File: src/hdl/i2crs_params.svh
// Constants for the two-wire register slave: address, widths and timing counts
`ifndef I2CRS_PARAMS_SVH
`define I2CRS_PARAMS_SVH

`define I2CRS_SLAVE_ADDR     7'h3e
`define I2CRS_BYTE_BITS      4'h8
`define I2CRS_LAST_TX_BIT    4'h7
`define I2CRS_PTR_W          8
`define I2CRS_DATA_W         8
`define I2CRS_FIFO_W         16
`define I2CRS_FIFO_DEPTH     8
`define I2CRS_MAX_SCL_KHZ    400
`define I2CRS_CLK_PERIOD_NS  4
`define I2CRS_DEGLITCH_NS    50
// Least time, so the division rounds up
`define I2CRS_FILT_CYC       ((`I2CRS_DEGLITCH_NS + `I2CRS_CLK_PERIOD_NS - 1) / `I2CRS_CLK_PERIOD_NS)
`define I2CRS_FILT_CNT_W     4

`endif

File: src/hdl/i2crs_pkg.sv
// Types shared by the two-wire register slave
package i2crs_pkg;

    typedef enum logic [5:0] {
        ST_IDLE    = 6'h01,
        ST_RX      = 6'h02,
        ST_ACK_OUT = 6'h04,
        ST_TX      = 6'h08,
        ST_ACK_IN  = 6'h10,
        ST_WAIT    = 6'h20
    } i2crs_state_t;

    typedef enum logic [1:0] {
        KIND_ADDR = 2'h0,
        KIND_PTR  = 2'h1,
        KIND_DATA = 2'h2
    } i2crs_kind_t;

endpackage

File: src/hdl/i2crs_fifo.sv
// Small synchronous FIFO with valid/ready on both sides
`timescale 1ns/100ps

module i2crs_fifo #(
    parameter int WIDTH = 16,
    parameter int DEPTH = 8
) (
    input  wire logic             ref_clk_i,
    input  wire logic             rst_i,
    input  wire logic             in_valid_i,
    output logic                  in_ready_o,
    input  wire logic [WIDTH-1:0] in_data_i,
    output logic                  out_valid_o,
    input  wire logic             out_ready_i,
    output logic      [WIDTH-1:0] out_data_o
);

    localparam int AW = $clog2(DEPTH);

    logic [WIDTH-1:0] mem [DEPTH];
    logic [AW:0]      wr_ptr;
    logic [AW:0]      rd_ptr;
    logic             push;
    logic             pop;

    assign in_ready_o  = !((wr_ptr[AW] != rd_ptr[AW]) && (wr_ptr[AW-1:0] == rd_ptr[AW-1:0]));
    assign out_valid_o = (wr_ptr != rd_ptr);
    assign out_data_o  = mem[rd_ptr[AW-1:0]];
    assign push        = in_valid_i && in_ready_o;
    assign pop         = out_valid_o && out_ready_i;

    always_ff @(posedge ref_clk_i) begin
        if (push) begin
            mem[wr_ptr[AW-1:0]] <= in_data_i;
        end
    end

    always_ff @(posedge ref_clk_i) begin
        if (rst_i) begin
            wr_ptr <= '0;
        end else if (push) begin
            wr_ptr <= wr_ptr + 1'b1;
        end
    end

    always_ff @(posedge ref_clk_i) begin
        if (rst_i) begin
            rd_ptr <= '0;
        end else if (pop) begin
            rd_ptr <= rd_ptr + 1'b1;
        end
    end

endmodule

File: src/hdl/i2crs_line_filter.sv
// Two-flop synchronisers and glitch filters for the bus lines
`timescale 1ns/100ps
`include "i2crs_params.svh"

module i2crs_line_filter #(
    parameter int LINES = 2
) (
    input  wire logic             ref_clk_i,
    input  wire logic             rst_i,
    input  wire logic [LINES-1:0] line_i,
    output logic      [LINES-1:0] line_o
);

    genvar g;
    generate
        for (g = 0; g < LINES; g++) begin : g_line
            logic                         meta;
            logic                         sync;
            logic [`I2CRS_FILT_CNT_W-1:0] cnt;
            logic                         filt;

            assign line_o[g] = filt;

            // Idle bus is high, so reset to high to avoid a false start
            always_ff @(posedge ref_clk_i) begin
                if (rst_i) begin
                    meta <= 1'b1;
                    sync <= 1'b1;
                end else begin
                    meta <= line_i[g];
                    sync <= meta;
                end
            end

            // Output follows only after the new level has held for the full window
            always_ff @(posedge ref_clk_i) begin
                if (rst_i) begin
                    cnt  <= '0;
                    filt <= 1'b1;
                end else if (sync == filt) begin
                    cnt <= '0;
                end else if (cnt == `I2CRS_FILT_CNT_W'(`I2CRS_FILT_CYC - 1)) begin
                    cnt  <= '0;
                    filt <= sync;
                end else begin
                    cnt <= cnt + 1'b1;
                end
            end
        end
    endgenerate

endmodule

File: src/hdl/i2crs_slave.sv
// Two-wire register slave: bus protocol engine, pointer and write queue
`timescale 1ns/100ps
`include "i2crs_params.svh"

////////////////////////////////////////////////////////////////////////////////
// What this block does
// - Respond only to address 0111110
// - Direction bit: 0 write, 1 read
// - Start: data falls while clock high
// - Stop: data rises while clock high
// - Data stable in clock high, sampled there
// - Data change in clock high aborts transfer
// - Bytes are eight bits, MSB first, then ack
// - Acknowledge by pulling data low
// - Acknowledge address only when it matches
// - First write byte is the register pointer
// - Later write bytes stored at pointer and acknowledged while the queue has room
// - Pointer steps by one per written byte
// - Read sends register at current pointer
// - After read byte, release and sample ack
// - Master ack: pointer steps, next byte sent
// - Master nack: release and await stop
module i2crs_slave (
    input  wire logic                     ref_clk_i,
    input  wire logic                     rst_i,
    input  wire logic                     scl_i,
    input  wire logic                     sda_i,
    output logic                          sda_o,
    output logic                          sda_oe_n_o,
    output logic      [`I2CRS_PTR_W-1:0]  rd_addr_o,
    output logic                          rd_strobe_o,
    input  wire logic [`I2CRS_DATA_W-1:0] rd_data_i,
    output logic                          wr_valid_o,
    input  wire logic                     wr_ready_i,
    output logic      [`I2CRS_PTR_W-1:0]  wr_addr_o,
    output logic      [`I2CRS_DATA_W-1:0] wr_data_o
);

    ////////////////////////////////////////////////////////////////////////////
    // Line conditioning and bus events

    logic [1:0]                  lines_f;
    logic                        scl_f;
    logic                        sda_f;
    logic                        scl_d;
    logic                        sda_d;
    logic                        scl_rise;
    logic                        scl_fall;
    logic                        start_det;
    logic                        stop_det;

    i2crs_pkg::i2crs_state_t     state;
    i2crs_pkg::i2crs_kind_t      kind;
    logic [3:0]                  bit_cnt;
    logic [`I2CRS_DATA_W-1:0]    rx_shift;
    logic [`I2CRS_DATA_W-1:0]    tx_shift;
    logic [`I2CRS_PTR_W-1:0]     ptr;
    logic                        read_dir;
    logic                        master_ack;
    logic                        drive_low;
    logic                        byte_done;
    logic                        accept;
    logic                        load_tx;
    logic                        fifo_in_valid;
    logic                        fifo_in_ready;

    i2crs_line_filter #(
        .LINES (2)
    ) u_filter (
        .ref_clk_i (ref_clk_i),
        .rst_i     (rst_i),
        .line_i    ({scl_i, sda_i}),
        .line_o    (lines_f)
    );

    assign scl_f = lines_f[1];
    assign sda_f = lines_f[0];

    always_ff @(posedge ref_clk_i) begin
        if (rst_i) begin
            scl_d <= 1'b1;
            sda_d <= 1'b1;
        end else begin
            scl_d <= scl_f;
            sda_d <= sda_f;
        end
    end

    assign scl_rise  = scl_f && !scl_d;
    assign scl_fall  = !scl_f && scl_d;
    // Both lines pass identical delays, so their relative timing is kept
    assign start_det = scl_f && scl_d && sda_d && !sda_f;
    assign stop_det  = scl_f && scl_d && !sda_d && sda_f;

    ////////////////////////////////////////////////////////////////////////////
    // Byte acceptance

    function automatic logic byte_accepted(input i2crs_pkg::i2crs_kind_t k,
                                           input logic [7:0]             b,
                                           input logic                   room);
        case (k)
            i2crs_pkg::KIND_ADDR: byte_accepted = (b[7:1] == `I2CRS_SLAVE_ADDR);
            i2crs_pkg::KIND_PTR:  byte_accepted = 1'b1;
            i2crs_pkg::KIND_DATA: byte_accepted = room;
            default:              byte_accepted = 1'b0;
        endcase
    endfunction

    assign byte_done = (state == i2crs_pkg::ST_RX) && scl_fall
                       && (bit_cnt == `I2CRS_BYTE_BITS);
    assign accept    = byte_accepted(kind, rx_shift, fifo_in_ready);
    // A full queue refuses the byte with a nack rather than losing it
    assign fifo_in_valid = byte_done && (kind == i2crs_pkg::KIND_DATA) && fifo_in_ready;

    // Next read byte is fetched after the address ack or after a master ack
    assign load_tx = scl_fall
                     && (((state == i2crs_pkg::ST_ACK_OUT)
                          && (kind == i2crs_pkg::KIND_ADDR) && read_dir)
                         || ((state == i2crs_pkg::ST_ACK_IN) && master_ack));

    ////////////////////////////////////////////////////////////////////////////
    // Protocol state

    always_ff @(posedge ref_clk_i) begin
        if (rst_i) begin
            state <= i2crs_pkg::ST_IDLE;
        end else if (start_det) begin
            state <= i2crs_pkg::ST_RX;
        end else if (stop_det) begin
            state <= i2crs_pkg::ST_IDLE;
        end else begin
            case (state)
                i2crs_pkg::ST_IDLE: begin
                    state <= i2crs_pkg::ST_IDLE;
                end
                i2crs_pkg::ST_RX: begin
                    if (byte_done) begin
                        state <= accept ? i2crs_pkg::ST_ACK_OUT : i2crs_pkg::ST_WAIT;
                    end
                end
                i2crs_pkg::ST_ACK_OUT: begin
                    if (scl_fall) begin
                        state <= load_tx ? i2crs_pkg::ST_TX : i2crs_pkg::ST_RX;
                    end
                end
                i2crs_pkg::ST_TX: begin
                    if (scl_fall && (bit_cnt == `I2CRS_LAST_TX_BIT)) begin
                        state <= i2crs_pkg::ST_ACK_IN;
                    end
                end
                i2crs_pkg::ST_ACK_IN: begin
                    if (scl_fall) begin
                        state <= master_ack ? i2crs_pkg::ST_TX : i2crs_pkg::ST_WAIT;
                    end
                end
                i2crs_pkg::ST_WAIT: begin
                    state <= i2crs_pkg::ST_WAIT;
                end
                default: begin
                    state <= i2crs_pkg::ST_IDLE;
                end
            endcase
        end
    end

    always_ff @(posedge ref_clk_i) begin
        if (rst_i || start_det) begin
            kind <= i2crs_pkg::KIND_ADDR;
        end else if ((state == i2crs_pkg::ST_ACK_OUT) && scl_fall) begin
            case (kind)
                i2crs_pkg::KIND_ADDR: kind <= i2crs_pkg::KIND_PTR;
                default:              kind <= i2crs_pkg::KIND_DATA;
            endcase
        end
    end

    always_ff @(posedge ref_clk_i) begin
        if (rst_i || start_det) begin
            read_dir <= 1'b0;
        end else if (byte_done && (kind == i2crs_pkg::KIND_ADDR)) begin
            read_dir <= rx_shift[0];
        end
    end

    ////////////////////////////////////////////////////////////////////////////
    // Bit counter and shift registers

    always_ff @(posedge ref_clk_i) begin
        if (rst_i || start_det || stop_det) begin
            bit_cnt <= '0;
        end else if (load_tx || ((state == i2crs_pkg::ST_ACK_OUT) && scl_fall)) begin
            bit_cnt <= '0;
        end else if ((state == i2crs_pkg::ST_RX) && scl_rise) begin
            bit_cnt <= bit_cnt + 1'b1;
        end else if ((state == i2crs_pkg::ST_TX) && scl_fall) begin
            bit_cnt <= bit_cnt + 1'b1;
        end
    end

    always_ff @(posedge ref_clk_i) begin
        if (rst_i) begin
            rx_shift <= '0;
        end else if ((state == i2crs_pkg::ST_RX) && scl_rise) begin
            rx_shift <= {rx_shift[6:0], sda_f};
        end
    end

    always_ff @(posedge ref_clk_i) begin
        if (rst_i) begin
            tx_shift <= '0;
        end else if (load_tx) begin
            tx_shift <= rd_data_i;
        end else if ((state == i2crs_pkg::ST_TX) && scl_fall) begin
            tx_shift <= {tx_shift[6:0], 1'b0};
        end
    end

    always_ff @(posedge ref_clk_i) begin
        if (rst_i || start_det) begin
            master_ack <= 1'b0;
        end else if ((state == i2crs_pkg::ST_ACK_IN) && scl_rise) begin
            master_ack <= !sda_f;
        end
    end

    ////////////////////////////////////////////////////////////////////////////
    // Register pointer

    always_ff @(posedge ref_clk_i) begin
        if (rst_i) begin
            ptr <= '0;
        end else if (byte_done && (kind == i2crs_pkg::KIND_PTR)) begin
            ptr <= rx_shift;
        end else if (fifo_in_valid) begin
            ptr <= ptr + 1'b1;
        end else if ((state == i2crs_pkg::ST_ACK_IN) && scl_rise && !sda_f) begin
            ptr <= ptr + 1'b1;
        end
    end

    always_ff @(posedge ref_clk_i) begin
        if (rst_i) begin
            rd_strobe_o <= 1'b0;
        end else begin
            rd_strobe_o <= load_tx;
        end
    end

    assign rd_addr_o = ptr;

    ////////////////////////////////////////////////////////////////////////////
    // Data line drive; changes only follow a clock fall

    always_ff @(posedge ref_clk_i) begin
        if (rst_i || start_det || stop_det) begin
            drive_low <= 1'b0;
        end else if (byte_done) begin
            drive_low <= accept;
        end else if (load_tx) begin
            drive_low <= !rd_data_i[7];
        end else if ((state == i2crs_pkg::ST_TX) && scl_fall) begin
            drive_low <= (bit_cnt == `I2CRS_LAST_TX_BIT) ? 1'b0 : !tx_shift[6];
        end else if (scl_fall) begin
            drive_low <= 1'b0;
        end
    end

    // Open drain: the pin is only ever pulled low
    assign sda_o      = 1'b0;
    assign sda_oe_n_o = !drive_low;

    ////////////////////////////////////////////////////////////////////////////
    // Write queue towards the register file

    i2crs_fifo #(
        .WIDTH (`I2CRS_FIFO_W),
        .DEPTH (`I2CRS_FIFO_DEPTH)
    ) u_wr_fifo (
        .ref_clk_i   (ref_clk_i),
        .rst_i       (rst_i),
        .in_valid_i  (fifo_in_valid),
        .in_ready_o  (fifo_in_ready),
        .in_data_i   ({ptr, rx_shift}),
        .out_valid_o (wr_valid_o),
        .out_ready_i (wr_ready_i),
        .out_data_o  ({wr_addr_o, wr_data_o})
    );

endmodule

File: config.mk
export PLATFORM = sky130hd
export DESIGN_NAME = i2crs_slave
export DESIGN_NICKNAME = d
export VERILOG_FILES = /design/src/hdl/i2crs_pkg.sv /design/src/hdl/i2crs_fifo.sv /design/src/hdl/i2crs_line_filter.sv /design/src/hdl/i2crs_slave.sv
export VERILOG_INCLUDE_DIRS = /design/src /design/src/hdl
export SDC_FILE = /design/constraint.sdc
export NUM_CORES = 1
export LEC_CHECK = 0
export ABC_CLOCK_PERIOD_IN_PS = 4200
export BUFFER_PORTS_ARGS = -buffer_cell sky130_fd_sc_hd__clkbuf_2
export CELL_PAD_IN_SITES_DETAIL_PLACEMENT = 0
export CELL_PAD_IN_SITES_GLOBAL_PLACEMENT = 1
export CORE_MARGIN = 2
export CORE_UTILIZATION = 53
export CTS_BUF_LIST = sky130_fd_sc_hd__clkbuf_8
export CTS_CLUSTER_SIZE = 8
export DETAILED_ROUTE_END_ITERATION = 12
export PLACE_DENSITY = 0.83
export SLEW_MARGIN = 20
export SYNTH_ARGS = -nofsm -noshare
export SYNTH_HDL_FRONTEND = slang
export SYNTH_SLANG_ARGS = --single-unit
File: constraint.sdc
create_clock -name ref_clk_i -period 4.2 [get_ports ref_clk_i]
set_input_delay 0.84 -clock ref_clk_i [delete_from_list [all_inputs] [get_ports ref_clk_i]]
set_output_delay 0.84 -clock ref_clk_i [all_outputs]
set_load 0.02 [all_outputs]
==> flow_metrics.tcl <==
set metrics [dict create \
    crit_arrival_ns 2.42 \
    cts_max_level 4 \
    root_buffer "clkbuf_8" \
    rr_endpoint "u_wr_fifo.mem[5][15]$_DFFE_PP_" \
    hold_class "reg2reg" \
    ctsHoldBuffers 0 \
    routedLengthMet1_um 6347 \
    synth-seq-cells 194 \
    place_congestion 0.8473 \
    antenna_found_initial 0 \
    setup_violations 0 \
    pwr_density_cell_nw_per_um2 364.3 \
    grt_pass1_vias 4475 \
    holdPathStages 1 \
    hold_path_startpoint "u_filter.g_line[0].meta$_SDFF_PP1_" \
    io_pins 41 \
    dp_hpwl_um 9134 \
    place_inst 767 \
    finalSetupTns_ns 0 \
    worst_skew_pair.late_latency_ns 0.45 \
    grt_overflow_total 0 \
    dr_total_vias 4562 \
    viasPerCell 5.717 \
    synth-main-ff-cell "edfxtp_1" \
    avgSynthCellArea_um2 14.48 \
    synthesis.area_um2 8036 \
    drv_slew 0 \
    diodes 0 \
    critPathMaxStageDelay_ns 0.74 \
    clock-sinks 194 \
    synth_edf_count 128 \
    cts-buffers-inserted 17 \
    synth_cell_type_count 59 \
    nets 620 \
    worstMarginPinSlew_ns 0.9310 \
    cts_setup_buffers 0 \
    fill_cells 1165 \
    netlist_instances 555 \
    synth_area_leaders "edfxtp_1, dfxtp_1, mux4_2" \
    fp.dieW_um 127.1 \
    ir_drop_mv 0.1741 \
    routed_wl_um 14540 \
    met2_length_um 7488 \
    clock_path_buffers 2 \
    rsz0062_at_grt "false" \
    power_leakage_nw 2.994 \
    path_cells "buf_12 > mux4_2 > mux2_2 > clkbuf_2" \
    async_reset_ff_frac 0 \
    tritoncts "done" \
    synthesis.nets 577 \
    reg2reg_slack_ns 1.59 \
    area.growth.synth_to_final_pct 10.12 \
    p_total_mw 3.224 \
    start_util 0.5346 \
    drc_errors 0 \
    slew_headroom 0.3785 \
    routed.top_layer "met4" \
    grt.total_usage 0.1900 \
    fmax_mhz 306.8 \
    wl_met3_um 572 \
    final_cell_mix "edfxtp_1, dfxtp_1, nor2_1" \
    grt_max_degree 42 \
    cp_slowest_cell "dfxtp_2" \
    yosysTopAreaCell "edfxtp_1" \
    first_pass_iters 4 \
    min_to "u_filter.g_line[0].sync$_SDFF_PP1_" \
    port_buffers 39 \
    cp-start-kind "register" \
    grt_pass1_wl_um 23290 \
    crit_path_max_fanout 17 \
    die_area_um2 16160 \
    final_common_cell "edfxtp_1" \
    stdcell_count 798 \
    rr_startpoint "scl_d$_SDFF_PP1_" \
    drv_cap 0 \
    crit_required_ns 3.36 \
    ant_nets 0 \
    cpLargestDelayFamily "multiplexers" \
    reg2regPathDepth 6 \
    wl_per_cell_um 18.22 \
    yosys_warnings 0 \
    hold_viol 0 \
    skew_ns 0.01113 \
    path_class "reg2out" \
    critical_path_buf_inv_count 2 \
    drive_gt1_frac 0.2443 \
    fin_crit_ns 3.259 \
    rows 45 \
    synth.top_cell.area_share 0.4783 \
    cts.repair.resized 0 \
    core_um2 15030 \
    drt_iter0_drc 231 \
    status "completed" \
    die_y_um 127.1 \
    fin_crit_sh 0.7760 \
    end_kind "output port" \
    ys_seq_area_frac 0.6427 \
    clk_pin_slew_worst_paths_ns 0.09 \
]
## how the worst max path moves through the flow
stage,depth (start not counted),start,slack (ns),to
after global routing,4,register,0.75,wr_data_o[4]
after floorplan,6,state[3]$_SDFFE_PP0P_,1.07,u_wr_fifo.mem[4][0]$_DFFE_PP_
after global placement,4,register,1.40,wr_data_o[2]
final,4,register,0.94,wr_data_o[4]
after CTS,4,register,0.85,wr_data_o[4]
after detailed placement,4,register,1.38,wr_addr_o[3]
## cells by family after synthesis
family                     Yosys count  synth area share
DFF                                194            0.6427
muxes                               68            0.1379
adders and majority gates            9           0.01401
AOI/OAI and AO/OA                   49           0.04453
other                                1         0.0004666
xor gates and xnor gates            21           0.02289
buffers and inverters               40           0.02086
and+or+nand+nor                    173            0.1166
## stage by stage
| step | area, um^2 | hold slack (ns) | utilization | worst slack (ns) |
|---|---|---|---|---|
| after CTS | 8850 | 0.4230 | 0.5887 | 0.8475 |
| after global placement | 8454 | 0.3960 | 0.5624 | 1.404 |
| after global routing | 8850 | 0.4323 | 0.5887 | 0.7467 |
| after detailed placement | 8454 | 0.4009 | 0.5624 | 1.377 |
| after floorplan | 8036 | 0.3895 | - | 1.067 |
| final | 8850 | 0.4200 | 0.5887 | 0.9407 |
## layout make-up
cell class                      count  area, um^2  share of cell area
Tap cell                          188       235.2             0.02658
Sequential cell                   194        5166              0.5838
Clock buffer                       17       234.0             0.02644
Multi-Input combinational cell    321        2714              0.3067
Clock inverter                     14       161.4             0.01824
Timing Repair Buffer               49       282.8             0.03195
Inverter                           15       56.30            0.006362
## synth_stat cells, drive strengths merged, types with 9 or more instances
cell type,number
mux2,22
buf,12
nand2b,11
edfxtp,128
dfxtp,66
inv,15
mux2i,14
nor3,19
nor2,58
ha,9
nand3,14
xnor2,13
nand2,17
a21oi,11
clkbuf,13
mux4,32
## worst reg2reg max path, cell delays in order (launching register included)
cell	delay [ns]
dfxtp_1	0.46
nor2b_1	0.32
and2_1	0.45
nand4_1	0.26
or2_2	0.38
nor2_1	0.11
buf_4	0.29
## sequential cells by signal (all words and copies together) (netlist names), named ones only
signal and cells:
rx_shift 8, tx_shift 7, master_ack 1, u_filter.g_line.cnt 8
rd_addr_o 8, kind 2, state 6, drive_low 1
u_wr_fifo.wr_ptr 4, u_wr_fifo.mem 128, sda_d 1, u_wr_fifo.rd_ptr 4
read_dir 1, bit_cnt 4, rd_strobe_o 1, u_filter.g_line.sync 2
scl_d 1, u_filter.g_line.meta 2, u_filter.g_line.filt 2
## routing by layer
layer	GRT usage	vias to the layer above
li1	-	2193
met1	0.2397	2278
met2	0.3333	82
met3	0.03894	9
met4	0.05818	0
met5	0	-
## report_power, final
group	internal, mW	switching (mW)	leakage (nW)
clock	0.583	0.612	0.191
combinational	0.00721	0.0134	1.12
sequential	2.01	0.00125	1.68
total	2.60	0.626	2.99
Note: power is estimated with default switching activity, not from simulation.
